## config.mk

```make
export PLATFORM = sky130hd
export DESIGN_NAME = rfc_function_control
export DESIGN_NICKNAME = d
export VERILOG_FILES = /design/src/design/rfc_pkg.sv /design/src/design/rfc_function_control.sv
export SDC_FILE = /design/constraint.sdc
export NUM_CORES = 1
export LEC_CHECK = 0
export BUFFER_PORTS_ARGS = -buffer_cell sky130_fd_sc_hd__buf_4
export CORE_MARGIN = 3
export CORE_UTILIZATION = 56
export CTS_BUF_LIST = sky130_fd_sc_hd__clkbuf_4 sky130_fd_sc_hd__clkbuf_8 sky130_fd_sc_hd__clkbuf_16
export CTS_CLUSTER_DIAMETER = 30
export DETAILED_ROUTE_END_ITERATION = 12
export HOLD_SLACK_MARGIN = 0.06
export PLACE_DENSITY = 0.88
export SETUP_SLACK_MARGIN = 0.2
export SYNTH_ARGS = -nofsm -noshare
export SYNTH_HDL_FRONTEND = slang
export SYNTH_SLANG_ARGS = --single-unit
export TNS_END_PERCENT = 30
```

## constraint.sdc

```tcl
create_clock -name i_core_clk -period 2.65 [get_ports i_core_clk]
set_clock_uncertainty 0.15 [all_clocks]
set_input_delay 0.265 -clock i_core_clk [delete_from_list [all_inputs] [get_ports i_core_clk]]
set_output_delay 0.265 -clock i_core_clk [all_outputs]
set_load 0.05 [all_outputs]
```

## src/design/rfc_pkg.sv

```systemverilog
// Constants and types shared by the chip function control block
package rfc_pkg;

  // Register map
  localparam logic [7:0] FUNC_CTRL_ADDR = 8'h28;
  localparam logic [7:0] FUNC_CTRL_RESET = 8'h00;

  // Field positions inside chip_function_control
  localparam int HUNDREDTHS_BIT = 7;
  localparam int PERIODIC_MSB = 6;
  localparam int PERIODIC_LSB = 5;
  localparam int COUNT_MODE_BIT = 4;
  localparam int STOP_SOURCE_BIT = 3;
  localparam int CLKOUT_MSB = 2;
  localparam int CLKOUT_LSB = 0;

  // Periodic interrupt selections
  localparam logic [1:0] PERIODIC_NONE = 2'h0;
  localparam logic [1:0] PERIODIC_SECOND = 2'h1;
  localparam logic [1:0] PERIODIC_MINUTE = 2'h2;
  localparam logic [1:0] PERIODIC_HOUR = 2'h3;

  // Clock output selections
  localparam logic [2:0] CLKOUT_32768 = 3'h0;
  localparam logic [2:0] CLKOUT_16384 = 3'h1;
  localparam logic [2:0] CLKOUT_8192 = 3'h2;
  localparam logic [2:0] CLKOUT_4096 = 3'h3;
  localparam logic [2:0] CLKOUT_2048 = 3'h4;
  localparam logic [2:0] CLKOUT_1024 = 3'h5;
  localparam logic [2:0] CLKOUT_1HZ = 3'h6;
  localparam logic [2:0] CLKOUT_STATIC = 3'h7;

  // Stamp pin and interrupt-A pin modes
  localparam logic [1:0] STAMP_MODE_CLKOUT = 2'h2;
  localparam logic [1:0] STAMP_MODE_INPUT = 2'h3;
  localparam logic [1:0] IRQ_A_MODE_CLKOUT = 2'h0;

  // Oscillator prescaler: 32768 ticks per second
  localparam int PRESCALE_W = 15;
  localparam logic [PRESCALE_W-1:0] PRESCALE_LAST = 15'h7fff;
  localparam logic [6:0] TICK_256_LAST = 7'h7f;
  localparam int ONE_HZ_BIT = 14;

  // Fractional 256 Hz to 100 Hz divider
  localparam logic [1:0] DIV3_LAST = 2'h2;
  localparam logic [1:0] DIV2_LAST = 2'h1;
  localparam logic [3:0] DIV3_RUNS_LAST = 4'hd;
  localparam logic [3:0] DIV2_RUNS_LAST = 4'ha;
  localparam logic [6:0] HUNDREDTHS_LAST = 7'h63;

  // Periodic timers, in seconds
  localparam logic [5:0] MINUTE_LAST = 6'h3b;
  localparam logic [11:0] HOUR_LAST = 12'he0f;

  typedef enum logic {RFC_PH_DIV3, RFC_PH_DIV2} rfc_phase_t;

endpackage

```

## src/design/rfc_function_control.sv

```systemverilog
// Chip function control: resolution, periodic timers, stop, clock output
// Notes on behaviour
// - Bit 7 set enables hundredths register and 0.01 s time steps.
// - 100 Hz tick from 256 Hz: divide by 3 fourteen times, 2 eleven.
// - Bits 6:5 pick periodic interval: none, second, minute, hour.
// - Disabled timers held in reset; first pulse within one period.
// - Periodic timers keep running while time counting is halted.
// - Every periodic trigger sets the periodic interrupt flag.
// - Further periodic pulses issue even if the flag is still set.
// - Offset calibration never changes periodic pulse duration.
// - Bit 4 picks calendar counting or stop-watch counting up to hours.
// - The oscillator stop bit halts counting in both counting modes.
// - Bit 3 set lets stop bit or active stamp pin halt counting.
// - Bits 2:0 select 32768 Hz down to 1 Hz, or static/released pins.
// - Clock pin is push-pull, on at reset, driven low when disabled.
// - Selected clock can also reach stamp pin and interrupt-A pin.
// - Invert bit inverts clock output except for selection 111.
// - Divided clock outputs have 50:50 duty; 32768 Hz may deviate.
// - 1 Hz clock output is not altered by offset correction.
// - Stamp event is rising edge active high, falling edge active low.
// - Interrupt-A clock is open-drain active low, released on battery.
`timescale 1ns/1ps
`default_nettype none

module rfc_function_control
(
  input wire logic i_core_clk,
  input wire logic i_reset,
  input wire logic i_soft_reset,
  input wire logic i_osc_clk,
  input wire logic [7:0] i_reg_addr,
  input wire logic i_reg_wr,
  input wire logic [7:0] i_reg_wdata,
  output logic [7:0] o_reg_rdata,
  input wire logic i_stop_bit,
  input wire logic i_stamp_pin_polarity,
  input wire logic [1:0] i_stamp_pin_mode,
  input wire logic [1:0] i_irq_a_pin_mode,
  input wire logic i_clock_pin_disable,
  input wire logic i_clock_output_invert,
  input wire logic i_on_battery,
  input wire logic i_stamp_pin,
  output logic o_hundredths_mode_en,
  output logic o_count_mode_sel,
  output logic [6:0] o_hundredths,
  output logic o_hundredths_tick,
  output logic o_second_tick,
  output logic o_count_halted,
  output logic o_stamp_event,
  output logic o_periodic_pulse,
  output logic o_periodic_irq_flag_set,
  output logic o_clk_pin,
  output logic o_stamp_pin_out,
  output logic o_stamp_pin_oe,
  output logic o_irq_a_pin_out,
  output logic o_irq_a_pin_oe
);

  logic [7:0] cfg_q;
  logic osc_s1_q, osc_s2_q, osc_s3_q;
  logic stamp_s1_q, stamp_s2_q, stamp_s3_q;
  logic [rfc_pkg::PRESCALE_W-1:0] prescale_q;
  rfc_pkg::rfc_phase_t phase_q;
  logic [1:0] sub_q;
  logic [3:0] run_q;
  logic hund_tick_q;
  logic [6:0] hund_q;
  logic [5:0] min_cnt_q;
  logic [11:0] hour_cnt_q;
  logic periodic_q;
  logic halt_q;
  logic event_q;
  logic sec_tick_q;
  logic [7:0] rdata_q;
  logic clk_pin_q, stamp_out_q, stamp_oe_q, irq_a_oe_q;
  logic osc_tick, sec_wrap, tick_256, halt_d, clk_raw, clk_sel;
  logic [1:0] periodic_sel;
  logic [2:0] clkout_sel;

  // Level of the stamp pin that counts as active for the chosen polarity
  function automatic logic stamp_active(input logic level, input logic pol);
    stamp_active = pol ? ~level : level;
  endfunction

  assign periodic_sel = cfg_q[rfc_pkg::PERIODIC_MSB:rfc_pkg::PERIODIC_LSB];
  assign clkout_sel = cfg_q[rfc_pkg::CLKOUT_MSB:rfc_pkg::CLKOUT_LSB];

  //////////////////////////////////////////////////////////////////////////
  // Register access

  // Control register; both resets clear every field
  always_ff @(posedge i_core_clk)
  begin
    if (i_reset || i_soft_reset)
      cfg_q <= rfc_pkg::FUNC_CTRL_RESET;
    else if (i_reg_wr && i_reg_addr == rfc_pkg::FUNC_CTRL_ADDR)
      cfg_q <= i_reg_wdata;
  end

  // Read data follows the address one cycle later; other addresses read 0
  always_ff @(posedge i_core_clk)
  begin
    if (i_reset)
      rdata_q <= 8'h00;
    else if (i_reg_addr == rfc_pkg::FUNC_CTRL_ADDR)
      rdata_q <= cfg_q;
    else
      rdata_q <= 8'h00;
  end

  //////////////////////////////////////////////////////////////////////////
  // Pin synchronisers

  // Oscillator arrives from outside the core clock domain
  always_ff @(posedge i_core_clk)
  begin
    if (i_reset)
    begin
      osc_s1_q <= 1'b0;
      osc_s2_q <= 1'b0;
      osc_s3_q <= 1'b0;
    end
    else
    begin
      osc_s1_q <= i_osc_clk;
      osc_s2_q <= osc_s1_q;
      osc_s3_q <= osc_s2_q;
    end
  end

  // Stamp pin keeps sampling through reset: a pin idling high gives no
  // false active edge when reset lets go
  always_ff @(posedge i_core_clk)
  begin
    stamp_s1_q <= i_stamp_pin;
    stamp_s2_q <= stamp_s1_q;
    stamp_s3_q <= stamp_s2_q;
  end

  //////////////////////////////////////////////////////////////////////////
  // Prescaler and hundredths divider

  assign osc_tick = osc_s2_q & ~osc_s3_q;
  assign sec_wrap = osc_tick && prescale_q == rfc_pkg::PRESCALE_LAST;
  assign tick_256 = osc_tick && prescale_q[6:0] == rfc_pkg::TICK_256_LAST;

  // Free running so periodic timers and clock output never see the stop
  always_ff @(posedge i_core_clk)
  begin
    if (i_reset)
      prescale_q <= '0;
    else if (osc_tick)
      prescale_q <= prescale_q + 1'b1;
  end

  // 64 ticks of 256 Hz make 25 hundredths: 14 by three, then 11 by two
  always_ff @(posedge i_core_clk)
  begin
    if (i_reset)
    begin
      phase_q <= rfc_pkg::RFC_PH_DIV3;
      sub_q <= 2'h0;
      run_q <= 4'h0;
      hund_tick_q <= 1'b0;
    end
    else
    begin
      hund_tick_q <= 1'b0;
      if (tick_256)
      begin
        case (phase_q)
          rfc_pkg::RFC_PH_DIV3:
          begin
            sub_q <= (sub_q == rfc_pkg::DIV3_LAST) ? 2'h0 : sub_q + 1'b1;
            if (sub_q == rfc_pkg::DIV3_LAST)
            begin
              hund_tick_q <= 1'b1;
              run_q <= (run_q == rfc_pkg::DIV3_RUNS_LAST) ? 4'h0
                                                         : run_q + 1'b1;
              if (run_q == rfc_pkg::DIV3_RUNS_LAST)
                phase_q <= rfc_pkg::RFC_PH_DIV2;
            end
          end
          rfc_pkg::RFC_PH_DIV2:
          begin
            sub_q <= (sub_q == rfc_pkg::DIV2_LAST) ? 2'h0 : sub_q + 1'b1;
            if (sub_q == rfc_pkg::DIV2_LAST)
            begin
              hund_tick_q <= 1'b1;
              run_q <= (run_q == rfc_pkg::DIV2_RUNS_LAST) ? 4'h0
                                                         : run_q + 1'b1;
              if (run_q == rfc_pkg::DIV2_RUNS_LAST)
                phase_q <= rfc_pkg::RFC_PH_DIV3;
            end
          end
          default:
            phase_q <= rfc_pkg::RFC_PH_DIV3;
        endcase
      end
    end
  end

  // Hundredths register; frozen while halted, zero when resolution is 1 s
  always_ff @(posedge i_core_clk)
  begin
    if (i_reset || !cfg_q[rfc_pkg::HUNDREDTHS_BIT])
      hund_q <= 7'h00;
    else if (hund_tick_q && !halt_q)
      hund_q <= (hund_q == rfc_pkg::HUNDREDTHS_LAST) ? 7'h00
                                                     : hund_q + 1'b1;
  end

  // Seconds step to the counters; suppressed while halted
  always_ff @(posedge i_core_clk)
  begin
    if (i_reset)
      sec_tick_q <= 1'b0;
    else
      sec_tick_q <= sec_wrap && !halt_d;
  end

  //////////////////////////////////////////////////////////////////////////
  // Periodic interrupt timers

  // Held cleared while disabled so the first pulse lands inside one period
  always_ff @(posedge i_core_clk)
  begin
    if (i_reset || periodic_sel == rfc_pkg::PERIODIC_NONE)
    begin
      min_cnt_q <= 6'h00;
      hour_cnt_q <= 12'h000;
    end
    else if (sec_wrap)
    begin
      min_cnt_q <= (min_cnt_q == rfc_pkg::MINUTE_LAST) ? 6'h00
                                                       : min_cnt_q + 1'b1;
      hour_cnt_q <= (hour_cnt_q == rfc_pkg::HOUR_LAST) ? 12'h000
                                                       : hour_cnt_q + 1'b1;
    end
  end

  // One core-cycle pulse; the flag state is not consulted
  always_ff @(posedge i_core_clk)
  begin
    if (i_reset)
      periodic_q <= 1'b0;
    else
      case (periodic_sel)
        rfc_pkg::PERIODIC_SECOND: periodic_q <= sec_wrap;
        rfc_pkg::PERIODIC_MINUTE:
          periodic_q <= sec_wrap && min_cnt_q == rfc_pkg::MINUTE_LAST;
        rfc_pkg::PERIODIC_HOUR:
          periodic_q <= sec_wrap && hour_cnt_q == rfc_pkg::HOUR_LAST;
        default: periodic_q <= 1'b0;
      endcase
  end

  //////////////////////////////////////////////////////////////////////////
  // Stop control and stamp edge

  // Stop bit wins; the pin only counts in input mode with pin stop chosen
  assign halt_d = i_stop_bit
    || (cfg_q[rfc_pkg::STOP_SOURCE_BIT]
        && i_stamp_pin_mode == rfc_pkg::STAMP_MODE_INPUT
        && stamp_active(stamp_s2_q, i_stamp_pin_polarity));

  // Halt state and active stamp transition
  always_ff @(posedge i_core_clk)
  begin
    if (i_reset)
    begin
      halt_q <= 1'b0;
      event_q <= 1'b0;
    end
    else
    begin
      halt_q <= halt_d;
      event_q <= i_stamp_pin_mode == rfc_pkg::STAMP_MODE_INPUT
        && stamp_active(stamp_s2_q, i_stamp_pin_polarity)
        && !stamp_active(stamp_s3_q, i_stamp_pin_polarity);
    end
  end

  //////////////////////////////////////////////////////////////////////////
  // Clock output

  // Divided rates are prescaler bits, hence exact 50:50 duty
  always_comb
  begin
    case (clkout_sel)
      rfc_pkg::CLKOUT_32768: clk_raw = osc_s2_q;
      rfc_pkg::CLKOUT_16384: clk_raw = prescale_q[0];
      rfc_pkg::CLKOUT_8192: clk_raw = prescale_q[1];
      rfc_pkg::CLKOUT_4096: clk_raw = prescale_q[2];
      rfc_pkg::CLKOUT_2048: clk_raw = prescale_q[3];
      rfc_pkg::CLKOUT_1024: clk_raw = prescale_q[4];
      rfc_pkg::CLKOUT_1HZ: clk_raw = prescale_q[rfc_pkg::ONE_HZ_BIT];
      default: clk_raw = 1'b0;
    endcase
  end

  // Static selection is never inverted
  assign clk_sel = (clkout_sel == rfc_pkg::CLKOUT_STATIC) ? 1'b0
                 : clk_raw ^ i_clock_output_invert;

  // Three pin drivers; stamp and interrupt-A pins release on battery
  always_ff @(posedge i_core_clk)
  begin
    if (i_reset)
    begin
      clk_pin_q <= 1'b0;
      stamp_out_q <= 1'b0;
      stamp_oe_q <= 1'b0;
      irq_a_oe_q <= 1'b0;
    end
    else
    begin
      clk_pin_q <= !i_clock_pin_disable && clk_sel;
      stamp_out_q <= clk_sel;
      stamp_oe_q <= i_stamp_pin_mode == rfc_pkg::STAMP_MODE_CLKOUT
                    && !i_on_battery;
      irq_a_oe_q <= i_irq_a_pin_mode == rfc_pkg::IRQ_A_MODE_CLKOUT
                    && clkout_sel != rfc_pkg::CLKOUT_STATIC
                    && !i_on_battery && !clk_sel;
    end
  end

  assign o_reg_rdata = rdata_q;
  assign o_hundredths_mode_en = cfg_q[rfc_pkg::HUNDREDTHS_BIT];
  assign o_count_mode_sel = cfg_q[rfc_pkg::COUNT_MODE_BIT];
  assign o_hundredths = hund_q;
  assign o_hundredths_tick = hund_tick_q && !halt_q
                             && cfg_q[rfc_pkg::HUNDREDTHS_BIT];
  assign o_second_tick = sec_tick_q;
  assign o_count_halted = halt_q;
  assign o_stamp_event = event_q;
  assign o_periodic_pulse = periodic_q;
  assign o_periodic_irq_flag_set = periodic_q;
  assign o_clk_pin = clk_pin_q;
  assign o_stamp_pin_out = stamp_out_q;
  assign o_stamp_pin_oe = stamp_oe_q;
  assign o_irq_a_pin_out = 1'b0;
  assign o_irq_a_pin_oe = irq_a_oe_q;
endmodule

`default_nettype wire

```

---- Yosys cells after proc, flatten, opt, wreduce, memory -nomap -nowiden ----
Cells that the tools add are included.
word-level totals
  bits in registers ....................... 78
  bits in latches ......................... 0
  RAM bits ................................ 0
  ROM bits ................................ 0
  bits of input ports ..................... 31
  output and inout port bits .............. 28
  logic and storage cells ................. 121
  memories ................................ 0
cells by class
  $add $sub $neg .......................... 6
  $mul .................................... 0
  div/mod/pow operators ................... 0
  order comparisons ....................... 0
  equal/unequal tests ..................... 25
  shifts and indexed selects .............. 0
  multiplexer cells ....................... 24
  bitwise operators ....................... 8
  reductions and logical operators ........ 34
operator list
  operator                                                          number
  1-bit logical AND                                                 17
  4-bit 2-to-1 mux                                                  4
  15-bit by 1-bit adder with 15-bit output (second input constant)  1
  15-bit == test (second input constant)                            1
  7-bit == test (second input constant)                             2
  12-bit by 1-bit adder with 12-bit output (second input constant)  1
  12-bit == test (second input constant)                            1
  3-bit == test (second input constant)                             4
  12-bit 2-to-1 mux                                                 1
  2-bit == test (second input constant)                             5
  1-bit 2-to-1 mux                                                  9
  4-bit == test (second input constant)                             2
  8-bit by 6-bit == test with 1-bit output (second input constant)  1
  4-bit case mux with 2 select lines                                1
  7-bit by 1-bit adder with 7-bit output (second input constant)    1
  1-bit logical NOT                                                 7
  7-bit 2-to-1 mux                                                  1
  1-bit case mux with 7 select lines                                1
  6-bit by 1-bit adder with 6-bit output (second input constant)    1
  3-bit by 2-bit == test with 1-bit output (second input constant)  2
  6-bit == test (second input constant)                             1
  6-bit 2-to-1 mux                                                  1
  1-bit NOT                                                         6
  4-bit by 1-bit adder with 4-bit output (second input constant)    1
  other kinds (17)                                                  25

---- Logic depth before layout (Yosys ltp) ----
Gate-level depths: netlist of the first run.
  depth in word-level cells ............... 6
  mapped depth ............................ 7
  mapped depth without buffers ............ 5

---- Least setup slack after synthesis of the first run ----
OpenSTA, ideal clock, no wires.
  path kind ............................... register to register
  start point ............................. reg prescale_q[1] (netlist bit)
  end point ............................... reg hour_cnt_q[11]
  setup time .............................. 129 ps
  arrival ................................. 1914 ps
  data required time ...................... 2371 ps
  slack ................................... 457 ps
  stages on the path, launching flop included .. 8
  path buffers ............................ 2
  period minus slack after synthesis ...... 2193 ps
  cell sequence ........................... dfxtp_1 -> ha_1 -> nand3b_4 -> or4_4 -> buf_6 -> buf_6 -> o41ai_2 -> a21oi_1
between the ends
  word-level cells in the longest chain between the ends .. 2
ends and longest elaborated chain
  what                    line                         text
  from (decl)             rfc_function_control.sv:62   logic [rfc_pkg::PRESCALE_W-1:0] prescale_q;
  from (signal assigned)  rfc_function_control.sv:153  prescale_q <= prescale_q + 1'b1;
  15-bit == test          rfc_function_control.sv:144  assign sec_wrap = osc_tick && prescale_q == rfc_pkg::PRESCALE_LAST;
  1-bit logical AND       rfc_function_control.sv:144
  to (signal assigned)    rfc_function_control.sv:237  hour_cnt_q <= (hour_cnt_q == rfc_pkg::HOUR_LAST) ? 12'h000
  to (decl)               rfc_function_control.sv:69   logic [11:0] hour_cnt_q;
No other way between the ends.
A chain may end at the register's enable or synchronous reset.

---- Final worst setup path of the first run ----
Ends and elaborated chain as after synthesis.

==> results.ini, run 1 <==
[grt]
antenna_found_initial = 0
overflow = 0
grt_pass1_vias = 3047
grt_max_degree = 40
grt_pass1_wl_um = 14500
grt_use_total_pct = 24.7

[sta]
finalSetupViolCount = 0
grt_setup_unrepaired = yes
relSlewSlack_pct = 33.6
max_freq_mhz = 417
layout_min_cycle_time_ns = 2.40
hold_viol_final = 0
worstMarginPinSlew_ns = 0.993
drv_slew = 0
post-route-period-util_pct = 90.5
whs_ns = 0.118
tns_ns = 0

[yosys]
yosys_warnings = 0
synthDistinctLibCells = 60
synth-seq-area-share_pct = 43.7
synth_cells = 392
synth-edff-count = 0
synth-seq-cells = 78
syn_area_per_cell_sq_um = 9.12
ys.flop_type = dfxtp_1
async_flop_share_pct = 0
synth_nets = 427
synth_area_sq_mm = 0.00357

[clock_network]
clkSinkCount = 78
cts_made_buffers = 9
cts_root_buf = clkbuf_8
cts_tree = done
clockBufferDepth = 2
htreeDepth = 3
clkTransAtPathRegs_ns = 0.08
cts_resized = 0
clk_latency_ns = 0.36

[floorplan]
start_util_pct = 59.0
row_count = 28
die_w_um = 85.9
die_area_sq_mm = 0.00738
io_pins = 59
core_area_sq_mm = 0.00606
die_h_um = 85.9

[final_layout]
stdcell_count = 544
area_growth_pct = 23.8
stdcell_area_sq_mm = 0.00442
n_fill_cell = 410
drive_gt1_share_pct = 18.8
nets = 500
num_antenna_cells = 0

[detailed_routing]
dr_wl_met3_um = 573
routedWlPerCell_um = 16.1
viasPerCell = 6.00
firstDrtPassIters = 4
topRoutingLayerUsed = met4
ant_nets = 0
drt-met1-wl_um = 3630
route.vias.total = 3265
wl_met2_um = 4360
drt_iter0_markers = 315
totalWireLength_um = 8760
drc = 0

[placed_design]
routabilityCongestion = 0.845
place_area_sq_mm = 0.00401
place_inst = 507
portBuffers = 57
dp_hpwl_um = 5420

[job]
cap_violations = 0

[worst_setup_path]
worstReg2RegStart = prescale_q[1]
critical_path_required_ns = 2.79
end_kind = flop
crit_type = reg2reg
cp-startpoint = prescale_q[1]
worstPathMaxFanout = 22
critPathLaunchType = flop
critPathArrivalTime_ns = 2.54

[worst_hold_path]
hold_class = in2reg
worstHoldStart = i_reg_addr[4]

[power]
ir_drop_mv = 0.351
power.static_leakage_nw = 1.69
power.density_mw_per_mm2 = 496

[status]
status = complete, no violations

## cell usage after synthesis (all sizes together), types with 4 or more instances
| cell type | instances | share of area, % |
|---|---|---|
| and3 | 5 | 0.88 |
| o21ai | 13 | 1.8 |
| o31ai | 6 | 1.3 |
| xor2 | 9 | 2.2 |
| ha | 4 | 1.4 |
| or3 | 6 | 1.1 |
| nand2 | 32 | 3.4 |
| a211o | 6 | 1.5 |
| nand2b | 4 | 0.70 |
| nor4b | 6 | 1.5 |
| mux2i | 16 | 4.5 |
| clkbuf | 12 | 1.3 |
| a32o | 6 | 1.7 |
| nand3 | 16 | 2.2 |
| buf | 6 | 1.3 |
| or4 | 4 | 0.95 |
| a31oi | 4 | 0.70 |
| nand4 | 10 | 1.8 |
| nor2b | 13 | 2.3 |
| nor3 | 13 | 2.0 |
| and2 | 8 | 1.4 |
| a21oi | 18 | 2.5 |
| xnor2 | 7 | 1.7 |
| dfxtp | 78 | 44 |
| nand3b | 8 | 2.0 |
| nor2 | 39 | 4.1 |
## sequential cells by signal, indices dropped and copies added, names as in the netlist
name                     flops
hund_tick_q                  1
sub_q                        2
min_cnt_q                    6
o_reg_rdata                  8
stamp_s1_q                   1
o_irq_a_pin_oe               1
cfg_q                        8
o_periodic_irq_flag_set      1
stamp_s2_q                   1
o_stamp_pin_oe               1
prescale_q                  15
osc_s3_q                     1
o_stamp_event                1
stamp_s3_q                   1
hour_cnt_q                  12
o_clk_pin                    1
o_second_tick                1
phase_q                      1
o_hundredths                 7
osc_s1_q                     1
o_stamp_pin_out              1
o_count_halted               1
run_q                        4
osc_s2_q                     1
## power by group
part | switching (mW) | total [mW] | internal [mW]
combinational | 0.0535 | 0.118 | 0.0649
clock | 0.427 | 0.890 | 0.463
sequential | 0.00628 | 1.19 | 1.18
## through the flow
stage | power, mW | util [%] | setup WS, ns
floorplan | 1.26 | - | 0.457
global placement | 1.30 | 66.2 | 0.351
detailed placement | 1.31 | 66.2 | 0.264
CTS | 2.19 | 73.0 | 0.250
global route | 2.26 | 73.0 | 0.134
finish | 2.19 | 73.0 | 0.252
## final timing paths
check        cells after the start              to  slack (ns)
min reg2reg                      0      stamp_s2_q        0.19
max reg2reg                      5  hour_cnt_q[11]        0.25
max                              5  hour_cnt_q[11]        0.25
min                              4  o_reg_rdata[2]        0.12
## layer usage
layer	track usage, %	vias up
met3	4.90	19
met5	0	-
met1	30.3	1549
met4	11.4	0
met2	41.5	119
li1	-	1578
## worst max-delay path: stages, from the launching register on
cell and delay, ns:
dfxtp_1 0.45, ha_1 0.25, nand3b_4 0.11, or4_4 0.68, or4b_1 0.55, a21oi_1 0.15
## kinds of logic (layout without fill, tap and decap cells)
| logic type | after synthesis | in the layout | share of synthesized area [%] |
|---|---|---|---|
| adder cells (fa/ha/maj) | 4 | 4 | 1.40 |
| multiplexers | 16 | 16 | 4.48 |
| flip-flops | 78 | 78 | 43.7 |
| AO/OA/AOI/OAI | 74 | 74 | 14.9 |
| XOR/XNOR | 16 | 16 | 3.92 |
| AND/OR/NAND/NOR | 182 | 182 | 28.6 |
| other | 1 | 1 | 0.105 |
| buffers and inverters | 21 | 98 | 2.87 |
## cell usage in the layout, fill, tap and decap left out, types with 3 or more instances in the layout
| cell type | n |
|---|---|
| ha_1 | 4 |
| mux2i_1 | 16 |
| nor4b_1 | 6 |
| and3_1 | 5 |
| clkbuf_8 | 10 |
| xor2_1 | 9 |
| nor2b_1 | 13 |
| nand3_1 | 16 |
| nand2_1 | 31 |
| a21oi_1 | 18 |
| and2_1 | 8 |
| o21ai_0 | 13 |
| a211o_1 | 6 |
| o31ai_1 | 6 |
| nand3b_1 | 7 |
| buf_4 | 58 |
| or3_1 | 6 |
| xnor2_1 | 7 |
| nand2b_1 | 4 |
| a32o_1 | 6 |
| nor3_1 | 12 |
| nand4_1 | 10 |
| inv_1 | 3 |
| dlygate4sd3_1 | 22 |
| nor2_1 | 39 |
| or2_2 | 3 |
| dfxtp_1 | 78 |
| and4_1 | 3 |
| a31oi_1 | 4 |
| or4_1 | 3 |
## repair_timing
item	CTS	global route
hold endpoints to repair	16	0
setup endpoints to repair	0	3
hold buffers	22	0
buffers inserted	0	0
## final cells by class
type / count / area [sq um] / share of cell area, %
Clock buffer: 11 / 145 / 3.28
Clock inverter: 4 / 47.5 / 1.07
Inverter: 3 / 11.3 / 0.255
Multi-Input combinational cell: 293 / 1910 / 43.2
Sequential cell: 78 / 1560 / 35.3
Tap cell: 75 / 93.8 / 2.12
Timing Repair Buffer: 80 / 656 / 14.8
No activity file was read; power rests on OpenSTA's default activity.
==> inputs of run 2 (changes only) <==
--- a/config.mk
+++ b/config.mk
@@ -6,8 +6,10 @@
 export NUM_CORES = 1
 export LEC_CHECK = 0
 export BUFFER_PORTS_ARGS = -buffer_cell sky130_fd_sc_hd__buf_4
+export CELL_PAD_IN_SITES_DETAIL_PLACEMENT = 1
+export CELL_PAD_IN_SITES_GLOBAL_PLACEMENT = 2
 export CORE_MARGIN = 3
-export CORE_UTILIZATION = 56
+export CORE_UTILIZATION = 34
 export CTS_BUF_LIST = sky130_fd_sc_hd__clkbuf_4 sky130_fd_sc_hd__clkbuf_8 sky130_fd_sc_hd__clkbuf_16
 export CTS_CLUSTER_DIAMETER = 30
 export DETAILED_ROUTE_END_ITERATION = 12
==> results.ini, run 2 (synthesis gave the netlist of run 1 again) <==
[power]
power.static_leakage_nw = 1.71
power.total_mw = 2.35
ir_drop_mv = 0.211
power.density_mw_per_mm2 = 514

[final_layout]
top_regs = prescale_q x15, hour_cnt_q x12
area_growth_pct = 27.8
layout_commonest_cell = dfxtp_1
drive_gt1_share_pct = 19.9
stdcell_count = 606
area.sequential_sq_mm = 0.00156
n_fill_cell = 1188
nets = 502
utilization_pct = 45.7
stdcell_area_sq_mm = 0.00457
largest_reg_flops = 15
top_register = prescale_q
final_cell_mix = dfxtp_1, buf_4, nor2_1
multi_input_area_sq_mm = 0.00194

[detailed_routing]
drc = 0
ant_nets = 0
viasPerCell = 5.35
routedWlPerCell_um = 16.4
route.vias.total = 3244
totalWireLength_um = 9930
firstDrtPassIters = 4
drt_iter0_markers = 104

[worst_setup_path]
worstReg2RegStart = prescale_q[1]
critical_path_required_ns = 2.79
rrSetupSlack_ns = 0.27
end_kind = flop
cp-startpoint = prescale_q[1]
r2r_end = hour_cnt_q[11]
reg2reg_depth = 5
cp-endpoint = hour_cnt_q[11]
critPathLaunchType = flop
crit_type = reg2reg
worstPathMaxFanout = 11
critPathArrivalTime_ns = 2.52

[placed_design]
dp_slack_ns = 0.252
dp_hpwl_um = 6580
routabilityCongestion = 0.799
portBuffers = 57
place_area_sq_mm = 0.00409
place_inst = 566

[grt]
grt_pass1_vias = 3192
busiest_layer = met2
grtUsageMet2_pct = 28.4
antenna_found_initial = 1
grt_pass1_wl_um = 15900
grt_max_degree = 23
overflow = 0
use_met1_pct = 22.3
grt_use_total_pct = 17.1
grtUsageMet3_pct = 3.34

[sta]
drv_slew = 0
whs_ns = 0.0942
hold_viol_final = 0
relSlewSlack_pct = 31.1
post-route-period-util_pct = 89.8
max_freq_mhz = 420
tns_ns = 0
layout_min_cycle_time_ns = 2.38
worst_slack_ns = 0.271
finalSetupViolCount = 0
grt_setup_unrepaired = yes
worstMarginPinSlew_ns = 1.03

[clock_network]
cts_tree = done
cts_made_buffers = 9
clockBufferDepth = 2
post-cts-setup-buffers = 0
clkSinkCount = 78
htreeDepth = 3
clkTransAtPathRegs_ns = 0.10
cts_root_buf = clkbuf_8
clk_latency_ns = 0.37

[floorplan]
core_area_sq_mm = 0.0100
row_count = 36
io_pins = 59
die_w_um = 109
start_util_pct = 35.7
die_h_um = 109
die_area_sq_mm = 0.0118

[status]
status = complete, no violations

[worst_hold_path]
hold_class = in2reg

[job]
cap_violations = 0

run 2: per-layer routing:
| layer | vias up | wire length [um] |
|---|---|---|
| li1 | 1588 | - |
| met1 | 1582 | 4750 |
| met2 | 64 | 4650 |
| met3 | 10 | 404 |
| met4 | 0 | 122 |
| met5 | - | 0 |
run 2: worst min path at each step:
stage,startpoint,to,slack (ns),depth (start not counted)
after floorplan,i_stamp_pin,stamp_s1_q,0.14,0
after global placement,stamp_s1_q,stamp_s2_q,0.16,0
after detailed placement,stamp_s1_q,stamp_s2_q,0.17,0
after CTS,i_reset,o_count_halted,0.08,2
after global routing,i_reset,o_count_halted,0.1,2
final,i_reset,o_count_halted,0.09,2
run 2: final cells by class:
type,instances,area share [%]
antenna,1,0.0548
sequential,78,34.2
clock inverter,7,2.25
multi-input combinational,294,42.4
clock buffer,9,2.71
timing repair buffer,81,14.5
tap,133,3.64
inverter,3,0.247
run 2: repair_timing:
item,CTS,global route
resized for setup,0,4
endpoints found under the hold margin,16,0
endpoints found under the setup margin,0,4
hold buffers,22,0
run 2: critical path, cell delays in order, from the launching register on:
cell	delay, ns
dfxtp_1	0.45
ha_1	0.25
nand3b_4	0.12
or4_4	0.64
or4b_1	0.54
a21oi_1	0.15
run 2: report_power, final:
part	switching, mW	internal (mW)
sequential	0.00643	1.18
combinational	0.0549	0.0661
clock	0.497	0.546
total	0.558	1.79
==> inputs of run 3 (changes only) <==
==> constraint.sdc (replaced) <==
create_clock -name i_core_clk -period 2.4 [get_ports i_core_clk]
set_clock_uncertainty 0.15 [all_clocks]
set_input_delay 0.24 -clock i_core_clk [delete_from_list [all_inputs] [get_ports i_core_clk]]
set_output_delay 0.24 -clock i_core_clk [all_outputs]
set_load 0.05 [all_outputs]
==> results.ini, run 3 (synthesis gave the netlist of run 1 again) <==
[clock_network]
clockBufferDepth = 2
htreeDepth = 3
clkTransAtPathRegs_ns = 0.09
cts_made_buffers = 9
clkSinkCount = 78
cts_tree = done
cts_root_buf = clkbuf_8
clk_latency_ns = 0.36

[power]
power.density_mw_per_mm2 = 591
power.static_leakage_nw = 1.77
ir_drop_mv = 0.296
power.total_mw = 2.79

[worst_setup_path]
slowest_delay_ns = 0.59
crit_cells = 5
worstPathMaxFanout = 6
worstReg2RegStart = prescale_q[0]
critPathLaunchType = flop
reg2reg_depth = 5
critPathArrivalTime_ns = 2.34
crit_chain = ha_2 -> nand3b_4 -> or4_4 -> or4_1 -> a21oi_1
end_kind = flop
rrSetupSlack_ns = 0.21
crit_buf_inv = 0
cp_slowest_cell = or4_4
crit_type = reg2reg
r2r_end = hour_cnt_q[6]
critPathTopFamily = simple AND/OR/NAND/NOR gates
critical_path_required_ns = 2.55

[sta]
max_freq_mhz = 456
layout_min_cycle_time_ns = 2.19
worst_slack_ns = 0.209
relSlewSlack_pct = 61.6
finalSetupViolCount = 0
worstMarginPinSlew_ns = 0.574
hold_viol_final = 0
grt_setup_unrepaired = yes
tns_ns = 0
post-route-period-util_pct = 91.3
drv_slew = 0

[detailed_routing]
route.vias.total = 3320
firstDrtPassIters = 4
routedWlPerCell_um = 16.6
drc = 0
drt_iter0_markers = 132
ant_nets = 0
totalWireLength_um = 10200
viasPerCell = 5.39

[grt]
busiest_layer = met2
grtUsageMet3_pct = 3.34
grt_pass1_wl_um = 17000
grt_use_total_pct = 18.2
overflow = 0
grt_max_degree = 30
use_met1_pct = 23.3
grtUsageMet2_pct = 31.5
antenna_found_initial = 0
grt_pass1_vias = 3407

[worst_hold_path]
hold_end = cfg_q[3]
hold_class = in2reg
worstHoldStart = i_soft_reset
hold-path-cell-count = 3

[floorplan]
io_pins = 59
start_util_pct = 35.7
die_area_sq_mm = 0.0118
die_h_um = 109
die_w_um = 109
row_count = 36
core_area_sq_mm = 0.0100

[job]
cap_violations = 0

[final_layout]
final_cell_mix = dfxtp_1, buf_4, nor2_1
layout_commonest_cell = dfxtp_1
area_growth_pct = 31.8
drive_gt1_share_pct = 21.3
top_regs = prescale_q x15, hour_cnt_q x12
num_antenna_cells = 0
n_fill_cell = 1159
nets = 513
largest_reg_flops = 15
top_register = prescale_q

[placed_design]
dp_hpwl_um = 6540
routabilityCongestion = 0.804
portBuffers = 57
dp_slack_ns = 0.0529

[status]
status = complete, no violations

==> run 3: cell count changes in the layout (fill, tap and decap cells not counted), moves of 2 or more <==
cell	previous run	this run
nand3_1	16	14
nand3_2	0	2
inv_6	3	0
dlygate4sd3_1	22	26
clkinv_4	0	3
buf_4	59	65
bufinv_16	2	4
==> run 3: worst max path at each step <==
stage	startpoint	to	slack (ns)
global placement	prescale_q[0]	hour_cnt_q[11]	0.13
global route	i_reg_addr[4]	o_reg_rdata[2]	0.12
floorplan	prescale_q[1]	hour_cnt_q[11]	0.21
finish	prescale_q[0]	hour_cnt_q[6]	0.21
detailed placement	prescale_q[0]	hour_cnt_q[6]	0.05
CTS	prescale_q[0]	hour_cnt_q[6]	0.20
==> run 3: report_power, final <==
group          switching [mW]  internal (mW)
combinational          0.0614         0.0775
clock                   0.536          0.802
sequential            0.00691           1.30
==> run 3: area by class of cell <==
cell class              count  area (sq um)  area share (%)
multi-input cells         295          1950            41.4
inverters                   3          11.3           0.239
flip-flops and latches     78          1560            33.2
repair buffers             91           748            15.9
clock buffers               9           124            2.63
clock inverters             7           146            3.11
well taps                 133           166            3.53
==> run 3: layer usage <==
metal	vias up	wire length, um
li1	1616	-
met1	1629	4700
met2	64	4990
met3	11	462
met4	0	85
met5	-	0
==> run 3: tightest hold or removal path: stages <==
cell	delay, ns
buf_4	0.07
or2_2	0.19
nor2_1	0.06
==> run 3: per-stage QoR <==
stage	instances	util [%]	cell area, sq um	hold slack [ns]
after detailed placement	571	41.3	4130	0.168
final	616	47.1	4710	0.107
after global placement	571	41.3	4130	0.162
after global routing	616	47.1	4710	0.111
after CTS	616	46.9	4690	0.0914
after floorplan	392	-	3570	0.118
==> run 3: repair_timing <==
action                                  4_1_cts  5_1_grt
cloned                                        2        0
hold endpoints to repair                     24        0
gates resized for setup                       4        3
hold buffers                                 26        0
endpoints found under the setup margin        9       18
buffers inserted                              1        0
pin swaps                                     1        0
